### src/core/can_vec_pkg.sv
package can_vec_pkg;
    // ======================================================
    // register map, byte addresses
    localparam logic [7:0] ADDR_COUNT_CTRL = 8'h00;
    localparam logic [7:0] ADDR_VECTOR = 8'h04;
    localparam logic [7:0] ADDR_COUNT_SETUP = 8'h08;
    localparam logic [7:0] ADDR_INT_STATUS = 8'h0C;
    localparam logic [7:0] ADDR_INT_MASK = 8'h10;
    // ======================================================
    // field layout
    localparam int COUNT_W = 5;
    localparam int HIT_W = 5;
    localparam int HIT_LSB = 8;
    localparam int CODE_W = 7;
    localparam int CODE_LSB = 0;
    localparam int NUM_BUF = 16;
    localparam int NUM_SRC = 20;
    localparam int SRC_ERR = 16;
    localparam int SRC_WAKE = 17;
    localparam int SRC_OVF = 18;
    localparam int SRC_FIFO = 19;
    localparam int EID_BITS = 18;
    localparam int PAYLOAD_W = 24;
    // ======================================================
    // values
    localparam logic [4:0] COUNT_MAX = 5'h11;
    localparam logic [4:0] COUNT_RESET = 5'h00;
    localparam logic [4:0] HIT_RESET = 5'h00;
    localparam logic [19:0] MASK_RESET = 20'h00000;
    localparam logic [19:0] STATUS_RESET = 20'h00000;
    localparam logic [6:0] CODE_NONE = 7'h40;
    localparam logic [6:0] CODE_ERR = 7'h41;
    localparam logic [6:0] CODE_WAKE = 7'h42;
    localparam logic [6:0] CODE_OVF = 7'h43;
    localparam logic [6:0] CODE_FIFO = 7'h44;
endpackage : can_vec_pkg

### src/core/int_code_encoder.sv
`timescale 1ns/100ps
module int_code_encoder
    import can_vec_pkg::*;
(
    input wire logic [19:0] pending,
    output logic [6:0] code
);
    // fixed priority: error, wake-up, overflow, fifo, then lowest buffer
    always_comb
    begin
        code = CODE_NONE;
        for (int i = NUM_BUF - 1; i >= 0; i--)
        begin
            if (pending[i])
            begin
                code = 7'(i);
            end
        end
        if (pending[SRC_FIFO])
        begin
            code = CODE_FIFO;
        end
        if (pending[SRC_OVF])
        begin
            code = CODE_OVF;
        end
        if (pending[SRC_WAKE])
        begin
            code = CODE_WAKE;
        end
        if (pending[SRC_ERR])
        begin
            code = CODE_ERR;
        end
    end
endmodule : int_code_encoder

### src/core/payload_bit_compare.sv
`timescale 1ns/100ps
module payload_bit_compare
    import can_vec_pkg::*;
(
    input wire logic [4:0] bitCount,
    input wire logic [23:0] payload,
    input wire logic [17:0] eid,
    output logic match
);
    logic [17:0] enable;
    logic [17:0] differ;
    // payload bit i is byte (1 + i/8), bit (7 - i%8): msb-first walk
    genvar i;
    generate
        for (i = 0; i < EID_BITS; i++)
        begin : g_bit
            assign enable[i] = (5'(i) < bitCount)
                || ((bitCount == COUNT_MAX) && (i == 17));
            assign differ[i] = enable[i] && (payload[PAYLOAD_W - 1 - i] != eid[i]);
        end
    endgenerate
    assign match = ~|differ;
endmodule : payload_bit_compare

### src/core/can_filter_hit_interrupt_vector.sv
// The strobed register port and the register addresses were left to the implementer.
`timescale 1ns/100ps
// Notes on behaviour
// - count field 5 bits read-only; zero means no payload bits compared
// - count one compares first byte bit 7 with eid bit 0, each more adds one, count 17 adds two
// - largest count 17 compares up to byte 3 bit 6 against eid bit 17
// - counts 18 to 31 invalid; software must not pick them
// - control register bits above the count read zero
// - code bits 6..0 reset to no-interrupt, shown when nothing pending; others zero
// - error, wake-up, overflow, fifo almost full have own codes; higher codes never made
// - codes 0..15 name the pending buffer, code equals buffer number
module can_filter_hit_interrupt_vector
    import can_vec_pkg::*;
(
    input wire logic mclk,
    input wire logic sys_rst,
    input wire logic [7:0] regAddr,
    input wire logic [31:0] regWdata,
    input wire logic regWrite,
    input wire logic regRead,
    output logic [31:0] regRdata,
    input wire logic [15:0] bufferEvent,
    input wire logic errorEvent,
    input wire logic wakeEvent,
    input wire logic overflowEvent,
    input wire logic fifoFullEvent,
    input wire logic filterHitValid,
    input wire logic [4:0] filterHitNum,
    input wire logic [23:0] rxPayload,
    input wire logic [17:0] rxEid,
    output logic payloadMatch,
    output logic [6:0] interruptSourceCode,
    output logic irq
);
    // ======================================================
    // state
    logic [4:0] payloadFilterBitCount_reg;
    logic [4:0] payloadFilterBitCount_next;
    logic [4:0] matchedFilterNumber_reg;
    logic [4:0] matchedFilterNumber_next;
    logic [19:0] intStatus_reg;
    logic [19:0] intStatus_next;
    logic [19:0] intMask_reg;
    logic [19:0] intMask_next;
    logic [6:0] intCode_reg;
    logic [6:0] intCode_next;
    logic [31:0] rdata_reg;
    logic [31:0] rdata_next;
    logic match_reg;
    logic match_next;
    logic [19:0] events;
    logic [19:0] pending;
    logic [6:0] encCode;
    logic matchComb;

    assign events = {fifoFullEvent, overflowEvent, wakeEvent, errorEvent, bufferEvent};
    // code and interrupt only look at unmasked sources
    assign pending = intStatus_reg & intMask_reg;

    int_code_encoder u_encoder (
        .pending(pending),
        .code(encCode)
    );

    payload_bit_compare u_compare (
        .bitCount(payloadFilterBitCount_reg),
        .payload(rxPayload),
        .eid(rxEid),
        .match(matchComb)
    );

    // ======================================================
    // next-state logic
    always_comb
    begin
        payloadFilterBitCount_next = payloadFilterBitCount_reg;
        matchedFilterNumber_next = matchedFilterNumber_reg;
        intMask_next = intMask_reg;
        intStatus_next = intStatus_reg;
        // invalid counts are dropped so the filter never sees them
        if (regWrite && (regAddr == ADDR_COUNT_SETUP) && (regWdata[4:0] <= COUNT_MAX))
        begin
            payloadFilterBitCount_next = regWdata[4:0];
        end
        if (regWrite && (regAddr == ADDR_INT_MASK))
        begin
            intMask_next = regWdata[19:0];
        end
        if (regWrite && (regAddr == ADDR_INT_STATUS))
        begin
            intStatus_next = intStatus_reg & ~regWdata[19:0];
        end
        // set after clear so a same-cycle event survives
        intStatus_next = intStatus_next | events;
        if (filterHitValid)
        begin
            matchedFilterNumber_next = filterHitNum;
        end
        intCode_next = encCode;
        match_next = matchComb;
        rdata_next = 32'h00000000;
        if (regRead)
        begin
            case (regAddr)
                ADDR_COUNT_CTRL, ADDR_COUNT_SETUP:
                begin
                    rdata_next[COUNT_W - 1:0] = payloadFilterBitCount_reg;
                end
                ADDR_VECTOR:
                begin
                    rdata_next[HIT_LSB + HIT_W - 1:HIT_LSB] = matchedFilterNumber_reg;
                    rdata_next[CODE_LSB + CODE_W - 1:CODE_LSB] = intCode_reg;
                end
                ADDR_INT_STATUS:
                begin
                    rdata_next[NUM_SRC - 1:0] = intStatus_reg;
                end
                ADDR_INT_MASK:
                begin
                    rdata_next[NUM_SRC - 1:0] = intMask_reg;
                end
                default:
                begin
                    rdata_next = 32'h00000000;
                end
            endcase
        end
    end

    // ======================================================
    // registers
    always_ff @(posedge mclk or posedge sys_rst)
    begin
        if (sys_rst)
        begin
            payloadFilterBitCount_reg <= COUNT_RESET;
            matchedFilterNumber_reg <= HIT_RESET;
            intStatus_reg <= STATUS_RESET;
            intMask_reg <= MASK_RESET;
            intCode_reg <= CODE_NONE;
            rdata_reg <= 32'h00000000;
            match_reg <= 1'b1;
        end
        else
        begin
            payloadFilterBitCount_reg <= payloadFilterBitCount_next;
            matchedFilterNumber_reg <= matchedFilterNumber_next;
            intStatus_reg <= intStatus_next;
            intMask_reg <= intMask_next;
            intCode_reg <= intCode_next;
            rdata_reg <= rdata_next;
            match_reg <= match_next;
        end
    end

    assign regRdata = rdata_reg;
    assign interruptSourceCode = intCode_reg;
    assign payloadMatch = match_reg;
    assign irq = |pending;

    // ======================================================
    // checks
    a_count_zero_match: assert property (@(posedge mclk) disable iff (sys_rst)
        (payloadFilterBitCount_reg == 5'h00) |=> payloadMatch)
        else $error("zero count did not match");

    a_count_one_bit: assert property (@(posedge mclk) disable iff (sys_rst)
        (payloadFilterBitCount_reg == 5'h01) && (rxPayload[23] != rxEid[0]) |=> !payloadMatch)
        else $error("first payload bit not compared");

    a_count_top_bit: assert property (@(posedge mclk) disable iff (sys_rst)
        (payloadFilterBitCount_reg == COUNT_MAX) && (rxPayload[6] != rxEid[17])
        |=> !payloadMatch)
        else $error("byte 3 bit 6 not compared");

    a_count_valid: assert property (@(posedge mclk) disable iff (sys_rst)
        regWrite && (regAddr == ADDR_COUNT_SETUP) && (regWdata[4:0] > COUNT_MAX)
        |=> $stable(payloadFilterBitCount_reg))
        else $error("invalid count accepted");

    a_ctrl_upper_zero: assert property (@(posedge mclk) disable iff (sys_rst)
        regRead && (regAddr == ADDR_COUNT_CTRL)
        |=> (regRdata[31:5] == 27'h0000000)
        && (regRdata[4:0] == $past(payloadFilterBitCount_reg)))
        else $error("count register read wrong");

    a_hit_capture: assert property (@(posedge mclk) disable iff (sys_rst)
        filterHitValid ##1 (regRead && (regAddr == ADDR_VECTOR) && !filterHitValid)
        |=> regRdata[12:8] == $past(filterHitNum, 2))
        else $error("filter hit number lost");

    a_vector_reserved: assert property (@(posedge mclk) disable iff (sys_rst)
        regRead && (regAddr == ADDR_VECTOR)
        |=> (regRdata[31:13] == 19'h00000) && !regRdata[7])
        else $error("vector reserved bits set");

    a_no_irq_code: assert property (@(posedge mclk) disable iff (sys_rst)
        (pending == 20'h00000) |=> (interruptSourceCode == CODE_NONE) && !$past(irq))
        else $error("code not idle with nothing pending");

    a_code_range: assert property (@(posedge mclk) disable iff (sys_rst)
        (interruptSourceCode <= 7'h0F) || ((interruptSourceCode >= CODE_NONE)
        && (interruptSourceCode <= CODE_FIFO)))
        else $error("reserved code produced");

    a_buffer_code: assert property (@(posedge mclk) disable iff (sys_rst)
        (pending[19:16] == 4'h0) && pending[9] && (pending[8:0] == 9'h000)
        |=> interruptSourceCode == 7'h09)
        else $error("buffer 9 code wrong");

    a_overflow_code: assert property (@(posedge mclk) disable iff (sys_rst)
        pending[SRC_OVF] && !pending[SRC_ERR] && !pending[SRC_WAKE]
        |=> interruptSourceCode == CODE_OVF)
        else $error("overflow code wrong");

    a_error_first: assert property (@(posedge mclk) disable iff (sys_rst)
        pending[SRC_ERR] |=> interruptSourceCode == CODE_ERR)
        else $error("error not highest priority");

    // ======================================================
    // register and status checks
    a_count_write_load: assert property (@(posedge mclk) disable iff (sys_rst)
        regWrite && (regAddr == ADDR_COUNT_SETUP) && (regWdata[4:0] <= COUNT_MAX)
        |=> payloadFilterBitCount_reg == $past(regWdata[4:0]))
        else $error("valid count not loaded");

    a_count_hold: assert property (@(posedge mclk) disable iff (sys_rst)
        !(regWrite && (regAddr == ADDR_COUNT_SETUP))
        |=> $stable(payloadFilterBitCount_reg))
        else $error("count changed without a setup write");

    a_count_in_range: assert property (@(posedge mclk) disable iff (sys_rst)
        payloadFilterBitCount_reg <= COUNT_MAX)
        else $error("count holds an invalid value");

    a_setup_upper_zero: assert property (@(posedge mclk) disable iff (sys_rst)
        regRead && (regAddr == ADDR_COUNT_SETUP)
        |=> (regRdata[31:5] == 27'h0000000)
        && (regRdata[4:0] == $past(payloadFilterBitCount_reg)))
        else $error("count setup read wrong");

    a_hit_load: assert property (@(posedge mclk) disable iff (sys_rst)
        filterHitValid
        |=> matchedFilterNumber_reg == $past(filterHitNum))
        else $error("filter hit number not captured");

    a_hit_hold: assert property (@(posedge mclk) disable iff (sys_rst)
        !filterHitValid
        |=> $stable(matchedFilterNumber_reg))
        else $error("filter hit number changed on its own");

    a_vector_hit_read: assert property (@(posedge mclk) disable iff (sys_rst)
        regRead && (regAddr == ADDR_VECTOR)
        |=> regRdata[12:8] == $past(matchedFilterNumber_reg))
        else $error("vector read lost the hit number");

    a_vector_code_read: assert property (@(posedge mclk) disable iff (sys_rst)
        regRead && (regAddr == ADDR_VECTOR)
        |=> regRdata[6:0] == $past(interruptSourceCode))
        else $error("vector read lost the code");

    a_masked_code: assert property (@(posedge mclk) disable iff (sys_rst)
        (intStatus_reg != 20'h00000) && (pending == 20'h00000)
        |=> interruptSourceCode == CODE_NONE)
        else $error("masked source reached the code");

    a_irq_code_agree: assert property (@(posedge mclk) disable iff (sys_rst)
        irq
        |=> interruptSourceCode != CODE_NONE)
        else $error("interrupt raised with idle code");

    a_wake_code: assert property (@(posedge mclk) disable iff (sys_rst)
        pending[SRC_WAKE] && !pending[SRC_ERR]
        |=> interruptSourceCode == CODE_WAKE)
        else $error("wake-up code wrong");

    a_fifo_code: assert property (@(posedge mclk) disable iff (sys_rst)
        pending[SRC_FIFO] && (pending[SRC_OVF:SRC_ERR] == 3'h0)
        |=> interruptSourceCode == CODE_FIFO)
        else $error("fifo almost full code wrong");

    a_buffer_zero_code: assert property (@(posedge mclk) disable iff (sys_rst)
        pending[0] && (pending[19:16] == 4'h0)
        |=> interruptSourceCode == 7'h00)
        else $error("buffer 0 code wrong");

    a_buffer_order: assert property (@(posedge mclk) disable iff (sys_rst)
        pending[3] && (pending[2:0] == 3'h0) && (pending[19:16] == 4'h0)
        |=> interruptSourceCode == 7'h03)
        else $error("lower buffer not chosen first");

    a_status_set_wins: assert property (@(posedge mclk) disable iff (sys_rst)
        events != 20'h00000
        |=> (intStatus_reg & $past(events)) == $past(events))
        else $error("event lost against a clear");

    a_status_clear: assert property (@(posedge mclk) disable iff (sys_rst)
        regWrite && (regAddr == ADDR_INT_STATUS) && (events == 20'h00000)
        |=> (intStatus_reg & $past(regWdata[19:0])) == 20'h00000)
        else $error("status bit not cleared by one");

    a_read_data_idle: assert property (@(posedge mclk) disable iff (sys_rst)
        !regRead
        |=> regRdata == 32'h00000000)
        else $error("read data outside its cycle");
endmodule : can_filter_hit_interrupt_vector

### config.mk
export PLATFORM = sky130hd
export DESIGN_NAME = can_filter_hit_interrupt_vector
export DESIGN_NICKNAME = d
export VERILOG_FILES = /design/src/core/can_vec_pkg.sv /design/src/core/int_code_encoder.sv /design/src/core/payload_bit_compare.sv /design/src/core/can_filter_hit_interrupt_vector.sv
export SDC_FILE = /design/constraint.sdc
export NUM_CORES = 1
export LEC_CHECK = 0
export ABC_CLOCK_PERIOD_IN_PS = 2500
export CAP_MARGIN = 30
export CORE_AREA = 2 2 91 93
export DETAILED_ROUTE_END_ITERATION = 10
export DIE_AREA = 0 0 93 95
export DONT_BUFFER_PORTS = 1
export GPL_TIMING_DRIVEN = 0
export PLACE_DENSITY_LB_ADDON = 0.12
export SYNTH_ARGS = -nofsm -noshare
export SYNTH_HDL_FRONTEND = slang
export SYNTH_SLANG_ARGS = --single-unit
### constraint.sdc
create_clock -name mclk -period 2.5 [get_ports mclk]
set_clock_uncertainty 0.05 [all_clocks]
set_input_delay 0.125 -clock mclk [delete_from_list [all_inputs] [get_ports mclk]]
set_output_delay 0.125 -clock mclk [all_outputs]
set_load 0.1 [all_outputs]
## Yosys cells after proc, flatten, opt, wreduce, memory -nomap -nowiden

Index checks and enable logic that the tools add are counted.

| cells by class | value |
|---|---|
| order comparisons | 19 |
| equal/unequal tests | 23 |
| mux-type cells | 27 |
| bitwise logic cells | 4 |
| reductions and logical operators | 28 |

Operators by type and width:

| operator | number |
|---|---|
| 2-to-1 mux 7 bit | 20 |
| AND 20 bit | 2 |
| < comparator 4 x 5 -> 1 bit, first input constant | 8 |
| 2-to-1 mux 20 bit | 2 |
| logical AND 1 bit | 22 |
| < comparator 3 x 5 -> 1 bit, first input constant | 4 |
| NOT 20 bit | 1 |
| bitwise OR 20 bit | 1 |
| one-hot mux 5 bit (4 select lines) | 1 |
| OR reduction 20 bit | 1 |
| inequality test 1 bit | 18 |
| OR reduction 18 bit | 1 |
| == test 8 x 4 -> 1 bit, second input constant | 2 |
| one-hot mux 5 bit (3 select lines) | 1 |
| one-hot mux 7 bit (2 select lines) | 1 |
| < comparator 1 x 5 -> 1 bit, first input constant | 2 |
| < comparator 2 x 5 -> 1 bit, first input constant | 2 |
| < comparator 5 bit, first input constant | 2 |
| == test 8 x 3 -> 1 bit, second input constant | 1 |
| == test 8 x 5 -> 1 bit, second input constant | 1 |
| logical NOT 8 bit | 1 |
| one-hot mux 2 bit (3 select lines) | 1 |
| == test 5 bit, second input constant | 1 |
| less-or-equal comparator 5 bit, second input constant | 1 |
| 4 further kinds | 4 |

| word-level totals | value |
|---|---|
| register bits | 90 |
| input bits | 112 |
| output and inout bits | 41 |
| logic and storage cells | 108 |

## Longest topological paths before layout

Gate-level depths: netlist (run 1).

| depth | value |
|---|---|
| depth after elaboration | 21 |
| gate-level depth with buffers | 6 |

## Hierarchy

Synthesis (run 1) repeated with hierarchy kept, for this count alone.

| second synthesis, totals | value |
|---|---|
| cell total of the unflattened synthesis | 382 |
| area total of the unflattened synthesis | 4141.5 um^2 |

Modules (own cells, without submodules):

| module | times used | cells each | area each (um^2) |
|---|---|---|---|
| can_filter_hit_interrupt_vector | 1 | 289 | 3484.6 |
| payload_bit_compare | 1 | 52 | 407.9 |
| int_code_encoder | 1 | 41 | 249.0 |

## Least setup slack after synthesis (run 1)

No wires, ideal clock.

| timing path | value |
|---|---|
| kind | reg2out |
| start | register intStatus_reg[3] |
| end | output port irq |
| data arrival time | 1.651 ns |
| setup slack | 0.674 ns |
| cell stages (with the launch flop) | 6 |
| path buffers | 0 |
| cell sequence | dfrtp_1 a22oi_1 nor2b_1 nand4_1 a211oi_1 nand2_1 |

| between the ends | value |
|---|---|
| cells in the longest elaborated chain, start to end | 2 |

Ends and longest elaborated chain:

| what | line | RTL |
|---|---|---|
| from (decl) | can_filter_hit_interrupt_vector.sv:41 | `logic [19:0] intStatus_reg;` |
| from (signal assigned) | can_filter_hit_interrupt_vector.sv:148 | `intStatus_reg <= intStatus_next;` |
| AND 20 bit | can_filter_hit_interrupt_vector.sv:58 | `assign pending = intStatus_reg & intMask_reg;` |
| OR reduction 20 bit | can_filter_hit_interrupt_vector.sv:159 | `assign irq = \|pending;` |
| to (decl) | can_filter_hit_interrupt_vector.sv:33 | `output logic irq` |

No other way between the ends.

## Final worst setup path (run 1)

Same ends and word-level chain as after synthesis.

==> results of run 1 <==
[cell families (layout without fill, tap and decap cells)]
| group | count (synthesis) | after routing |
|---|---|---|
| fa+ha+maj | 2 | 2 |
| flops | 76 | 76 |
| mux | 40 | 40 |
| simple gates | 91 | 91 |
| buf+inv | 31 | 120 |
| other cells | 1 | 14 |
| compound gates | 86 | 86 |
| xor+xnor | 18 | 18 |
[stage by stage]
step                      area, sq um  power, mW
after detailed placement         4030       2.00
after global routing             4980       3.23
final                            4980       3.11
after CTS                        4980       3.13
after global placement           4010       1.99
after floorplan                  3880       1.93
[where the power goes]
part	internal, mW	leakage, nW	switching, mW
logic	0.202	1.05	0.290
registers	1.29	0.931	0.270
clock network	0.590	0.113	0.466
total	2.08	2.09	1.03
[worst reg2reg max path: stages (launching register included)]
cell	delay, ns
dfrtp_1	0.74
mux2_2	0.45
a222oi_1	0.41
nor2_1	0.09
[area by class of cell]
type,instances,area share (%)
clock buffer,10,2.76
inverter,3,0.276
tap,105,2.64
sequential,76,38.2
multi-input combinational,251,36.1
buffer,28,3.42
timing repair buffer,73,14.9
clock inverter,6,1.73
[metal layers]
metal | track usage, % | part of all wire, %
met1 | 28.6 | 41
met2 | 40.2 | 51
met3 | 3.91 | 5.1
met4 | 7.48 | 2.0
met5 | 0 | 0
[timing repair]
item,in CTS,in global routing
resized for setup,0,1
hold buffers,72,0
endpoints found under the hold margin,93,0
setup endpoints to repair,0,1
[Yosys cell counts (all sizes together) (2+ instances only)]
cell     number  area share (%)
dfrtp        74              48
nand2        43             4.2
mux2         34              10
buf          22             3.9
a21o         20             3.9
a22oi        13             2.5
o21ai        13             1.7
nor2b        12             2.0
nor2         11             1.1
a21oi         9             1.2
xnor2         9             2.1
xor2          9             2.1
and2          8             1.3
a222oi        7             1.8
clkbuf        6            0.59
mux2i         6             1.6
a22o          5             1.1
nand4         4             1.0
inv           3            0.29
nand3         3            0.39
nor4          3            0.65
a31oi         2            0.33
a32o          2            0.52
dfstp         2             1.4
maj3          2            0.52
o2111ai       2            0.46
o31ai         2            0.39
o41ai         2            0.46
[worst min path at each step]
stage,end,depth (start not counted),slack (ns),from
2_1_floorplan,intStatus_reg[0]$_DFF_PP0_,1,0.17,bufferEvent[0]
4_1_cts,regRdata[4]$_DFF_PP0_,2,0.02,regRead
5_1_grt,payloadFilterBitCount_reg[3]$_DFFE_PP0P_,2,0.04,regWrite
3_5_place_dp,regRdata[4]$_DFF_PP0_,1,0.01,sys_rst
3_3_place_gp,intStatus_reg[10]$_DFF_PP0_,1,0.17,bufferEvent[10]
6_report,regRdata[4]$_DFF_PP0_,2,0.04,regRead
==> metrics.md, run 1 <==
| Metric | Value |
|---|---|
| All-Layer GR Usage | roughly 23% |
| Fin nets | around 550 |
| Endpoint kind of the worst setup timing path | output port |
| Largest net degree at the start of global routing | 40 |
| Routed vias | 3,039 |
| Reg2reg end | regRdata[1]$_DFF_PP0_ |
| Seq/Total Area, Yosys | between 40% and 50% |
| Post-synthesis mux area share | approximately 12% |
| Max clock buf depth | 2 |
| Distinct cells, synth | 49 |
| Largest family of logic cells by synthesized area | compound AO/OA/AOI/OAI gates |
| Global-route wire length before repair | around 16 mm |
| Clock Latency Late Sink | around 0.35 ns |
| CTS sink cnt | 76 |
| Critical Path Stages | 5 |
| Pwr/cell area | between 600 and 700 nW/um^2 |
| Compound-Gate Fraction of Synth Area | 16.5% |
| Reg area | 1900 sq um |
| Cell row count | 33 |
| Post-DP HPWL | between 6 and 7 mm |
| CP Data Arrival Time | roughly 2.1 ns |
| Number of enable flip-flop cells after synthesis | 0 |
| H-tree levels | 3 |
| Num CTS Buffers | 9 |
| Seq cells post-synth | 76 |
| DRC | 0 |
| Critical path type | reg2out |
| Final Setup Violations | 0 |
| Core area | between 7000 and 8000 sq um |
| Starting density of the core | 48.3% |
| Critical path's slowest cell | dfrtp_1 |
| Initial drt markers | 190 |
| Synth-to-layout area growth | 30.0% |
| Most frequent cells in the layout | dfrtp_1 (74), dlygate4sd3_1 (72), nand2_1 (42), mux2_2 (29), a21o_1 (20) |
| Hold crit path type | in2reg |
| Predominant post-synthesis flop cell | dfrtp_1 |
| Xor/xnor share of the synthesized area | around 4.1% |
| Chip Height | 95 um |
| Layout fillers | between 600 and 700 |
| Inst Count DP | 464 |
| Worst-path clk slew | around 0.08 ns |
| Commonest non-fill, non-tap cell in the layout | dfrtp_1 |
| Worst r2r src | interruptSourceCode[1]$_DFF_PP0_ |
| Die Area | around 8800 sq um |
| Final Hold Fails | 0 |
| Router iterations before antenna repair | 5 |
| Ys async rst share | between 90% and 100% |
| GPL Wtd Cong | just over 0.8 |
| Horiz. Die Dim | approximately 93 um |
| End point of the critical path | irq |
| Max_cap viols | 0 |
| Status | finished clean |
| Family with the most delay on the worst path | simple AND/OR/NAND/NOR gates |
| Post-Synth Adder-Cell Area | 0.523% |
| Antenna violations before repair | 0 |
| CTS root buffer | clkbuf_8 |
| Hold_ws | 0.0399 ns |
| Peak VDD IR | about 0.00039 V |
| Wire per inst | 17.6 um |
| CTS tree | yes |
| Final setup TNS | 0 ns |
| Slew @ Worst Pin | around 0.93 ns |
| CP cell instances | a22oi_1 -> nor2b_1 -> nand4_1 -> a211oi_1 -> nand2_2 |
| Period Utilization, post-route | roughly nine tenths |
| Layout cells sized above 1 | approximately a fifth |
| Number of global-route vias before repair | about 3,100 |
| Worst r2r path cells | 3 |
| Multi-input gate area | between 1500 and 2000 sq um |
| Synth Area in Simple Gates | between 10 and 15% |
| Leakage Power | approximately 2.1 nW |
| Critical Path Max Stage Delay | 0.43 ns |
| Setup Buffers After CTS | 0 |
| Tmin final | between 2 and 2.5 ns |
| Max FO, Critical Path | 4 |
| CP Buf/Inv Count | 0 |
| Final WL | between 9 and 10 mm |
| Max-Slew Margin vs Limit | 38.1% |
| Pre-CTS setup slack | roughly 0.43 ns |
| Crit path from | intStatus_reg[3]$_DFF_PP0_ |
| Syn Area/Cell | roughly 11 sq um |
| Max Clock Freq | between 400 and 500 MHz |
| Startpoint Class | flop |
| PortBufs | 0 |
| Final antenna-violating net count | 0 |
| Via density | roughly 5.5 |
| Mapped Area | 3830 sq um |
| Antenna diodes | 0 |
| Final core occ | a little over three fifths |
| Max-slew violation count | 0 |
| Worst EP required | approximately 2.3 ns |
| Final Instance Count excl. Fillers | 552 |
| Reg-to-reg slack, setup | 0.65 ns |
| Worst setup margin | 0.248 ns |
| Cells after synthesis | approximately 350 |
| RSZ-0062 raised after global routing | no |
| Grt total ovfl | 0 |
| Synth Warn # | 0 |
| Num ports | between 150 and 200 |
No activity file was read; power rests on OpenSTA's default activity.
==> run 2, diff against run 1 <==
CORE_AREA = 2 2 87 97   (was 2 2 91 93)
DIE_AREA = 0 0 89 99   (was 0 0 93 95)
==> run 2 against run 1 <==
Clock power increased by 8%. Power increased by 3.2%. Hold slack improved by 0.00084 ns. First-iteration DRC count increased by 11%. Design area increased by 0.58%. Via count increased by 0.89%. Wire length increased by 0.10%. Sequential cell count unchanged. Clock-buffer cell count unchanged.
==> metrics.md, run 2 (synthesized netlist as in run 1, its figures left out) <==
| Metric | Value |
|---|---|
| Inst Count DP | 467 (+0.65%) |
| Grt total ovfl | 0 (unchanged) |
| CTS root buffer | clkbuf_8 |
| Max Clock Freq | 439 MHz (-1.1%) |
| Final WL | 9.71 mm (+0.10%) |
| Largest net degree at the start of global routing | 41 (+2.5%) |
| Max clock buf depth | 2 (unchanged) |
| Starting density of the core | 48.9% (+0.62 points) |
| Horiz. Die Dim | 89 um (-4.3%) |
| Status | finished clean |
| Routed vias | 3,066 (+0.89%) |
| Global-route wire length before repair | 15.4 mm (-1.0%) |
| Antenna violations before repair | 0 (unchanged) |
| Pre-CTS setup slack | 0.461 ns (+0.0276 ns) |
| Pwr/cell area | 640 nW/um^2 (+2.6%) |
| CTS tree | yes |
| Layout fillers | 669 (-2.6%) |
| DRC | 0 (unchanged) |
| Clock Latency Late Sink | 0.35 ns (about the same) |
| Dpl cell area | 4040 sq um (about the same) |
| Final Cell Area | 5010 sq um (+0.58%) |
| Router iterations before antenna repair | 4 (-1) |
| Final Instance Count excl. Fillers | 555 (+0.54%) |
| Fin nets | 554 (unchanged) |
| Number of global-route vias before repair | 3,039 (-0.72%) |
| Worst setup margin | 0.222 ns (-0.0255 ns) |
| Max-slew violation count | 0 (unchanged) |
| RSZ-0062 raised after global routing | no |
| CP Data Arrival Time | 2.10 ns (+0.02 ns) |
| Die Area | 8810 sq um (-0.27%) |
| Critical path type | reg2out |
| Via density | 5.52 (+0.34%) |
| Worst EP required | 2.33 ns (about the same) |
| Max FO, Critical Path | 4 (unchanged) |
| Num ports | 153 (unchanged) |
| Core area | 7830 sq um (-1.3%) |
| Cell row count | 34 (+3.0%) |
| Layout cells sized above 1 | 18.8% (unchanged) |
| Endpoint kind of the worst setup timing path | output port |
| Slew @ Worst Pin | 0.941 ns (+0.0131 ns) |
| All-Layer GR Usage | 22.8% (-0.024 points) |
| Chip Height | 99 um (+4.2%) |
| Tmin final | 2.28 ns (+0.0255 ns) |
| Peak VDD IR | 0.000326 V (-17%) |
| Final setup TNS | 0 ns (unchanged) |
| H-tree levels | 3 (unchanged) |
| Hold crit path type | in2reg |
| Worst-path clk slew | 0.08 ns (about the same) |
| Startpoint Class | flop |
| Num CTS Buffers | 9 (unchanged) |
| Final Hold Fails | 0 (unchanged) |
| Setup Buffers After CTS | 0 (unchanged) |
| Leakage Power | 2.10 nW (+0.47%) |
| Max_cap viols | 0 (unchanged) |
| Period Utilization, post-route | 91.1% (+1.0 points) |
| Commonest non-fill, non-tap cell in the layout | dfrtp_1 |
| GPL Wtd Cong | 0.852 (+3.0%) |
| Final Setup Violations | 0 (unchanged) |
| Most frequent cells in the layout | dfrtp_1 (74), dlygate4sd3_1 (72), nand2_1 (42), mux2_2 (29), a21o_1 (20) |
| Final antenna-violating net count | 0 (unchanged) |
| Wire per inst | 17.5 um (-0.44%) |
| Initial drt markers | 211 (+11%) |
| Pwr Total | 3.21 mW (+3.2%) |
| PortBufs | 0 (unchanged) |
| Antenna diodes | 0 (unchanged) |
| Post-DP HPWL | 6.56 mm (-1.0%) |
| Synth-to-layout area growth | 30.8% |
| Max-Slew Margin vs Limit | 37.3% (-0.87 points) |
| CTS sink cnt | 76 (unchanged) |
[run 2: changes by cell type in the layout (fill, tap and decap cells not counted), sizes merged]
| cell | previous run | this run |
|---|---|---|
| bufinv | 2 | 3 |
| inv | 4 | 3 |
[run 2: layout make-up]
| class | instances | area [sq um] | share of cell area (%) |
|---|---|---|---|
| well taps | 108 | 135 | 2.70 |
| repair buffers | 73 | 741 | 14.8 |
| clock inverters | 6 | 111 | 2.22 |
| flip-flops and latches | 76 | 1900 | 38.0 |
| multi-input cells | 251 | 1800 | 35.9 |
| plain buffers | 28 | 170 | 3.40 |
| clock buffers | 10 | 138 | 2.75 |
| inverters | 3 | 13.8 | 0.275 |
[run 2: routing by layer]
metal  up-vias  wire (um)  GRT usage [%]
met2       115       5020           38.6
met4         0        199           8.15
li1       1420          -              -
met1      1515       3810           28.7
met5         -          0              0
met3        16        675           4.27
[run 2: path summary, 6_finish.rpt]
path | startpoint | end | slack, ns | cells past startpoint
setup / recovery | intStatus_reg[3]$_DFF_PP0_ | irq | 0.22 | 5
hold / removal | regWrite | payloadFilterBitCount_reg[4]$_DFFE_PP0P_ | 0.04 | 2
setup reg to reg | interruptSourceCode[0]$_DFF_PP0_ | regRdata[0]$_DFF_PP0_ | 0.68 | 3
hold reg to reg | intMask_reg[16]$_DFFE_PP0P_ | intMask_reg[16]$_DFFE_PP0P_ | 0.49 | 1
max in group asynchronous | sys_rst | payloadMatch$_DFF_PP1_ | 1.55 | 3
min in group asynchronous | sys_rst | regRdata[8]$_DFF_PP0_ | 0.23 | 2
[run 2: power breakdown]
group | switching [mW] | internal (mW) | total [mW]
clock | 0.462 | 0.690 | 1.15
combinational | 0.289 | 0.202 | 0.491
sequential | 0.272 | 1.29 | 1.56
[run 2: what timing repair did]
action | 4_1_cts | 5_1_grt
resized for setup | 0 | 1
hold endpoints to repair | 91 | 0
hold buffers | 72 | 0
setup endpoints to repair | 0 | 1
[run 2: critical path, cell delays in order, from the launching register on]
cell and delay [ns]:
dfrtp_1 0.43, a22oi_1 0.28, nor2b_1 0.21, nand4_1 0.12, a211oi_1 0.30, nand2_2 0.41
[run 2: per-stage QoR]
stage,util (%),hold slack (ns)
after floorplan,-,0.167
after global placement,51.3,0.168
after detailed placement,51.6,0.00498
after CTS,64.0,0.0282
after global routing,64.0,0.0337
final,64.0,0.0407
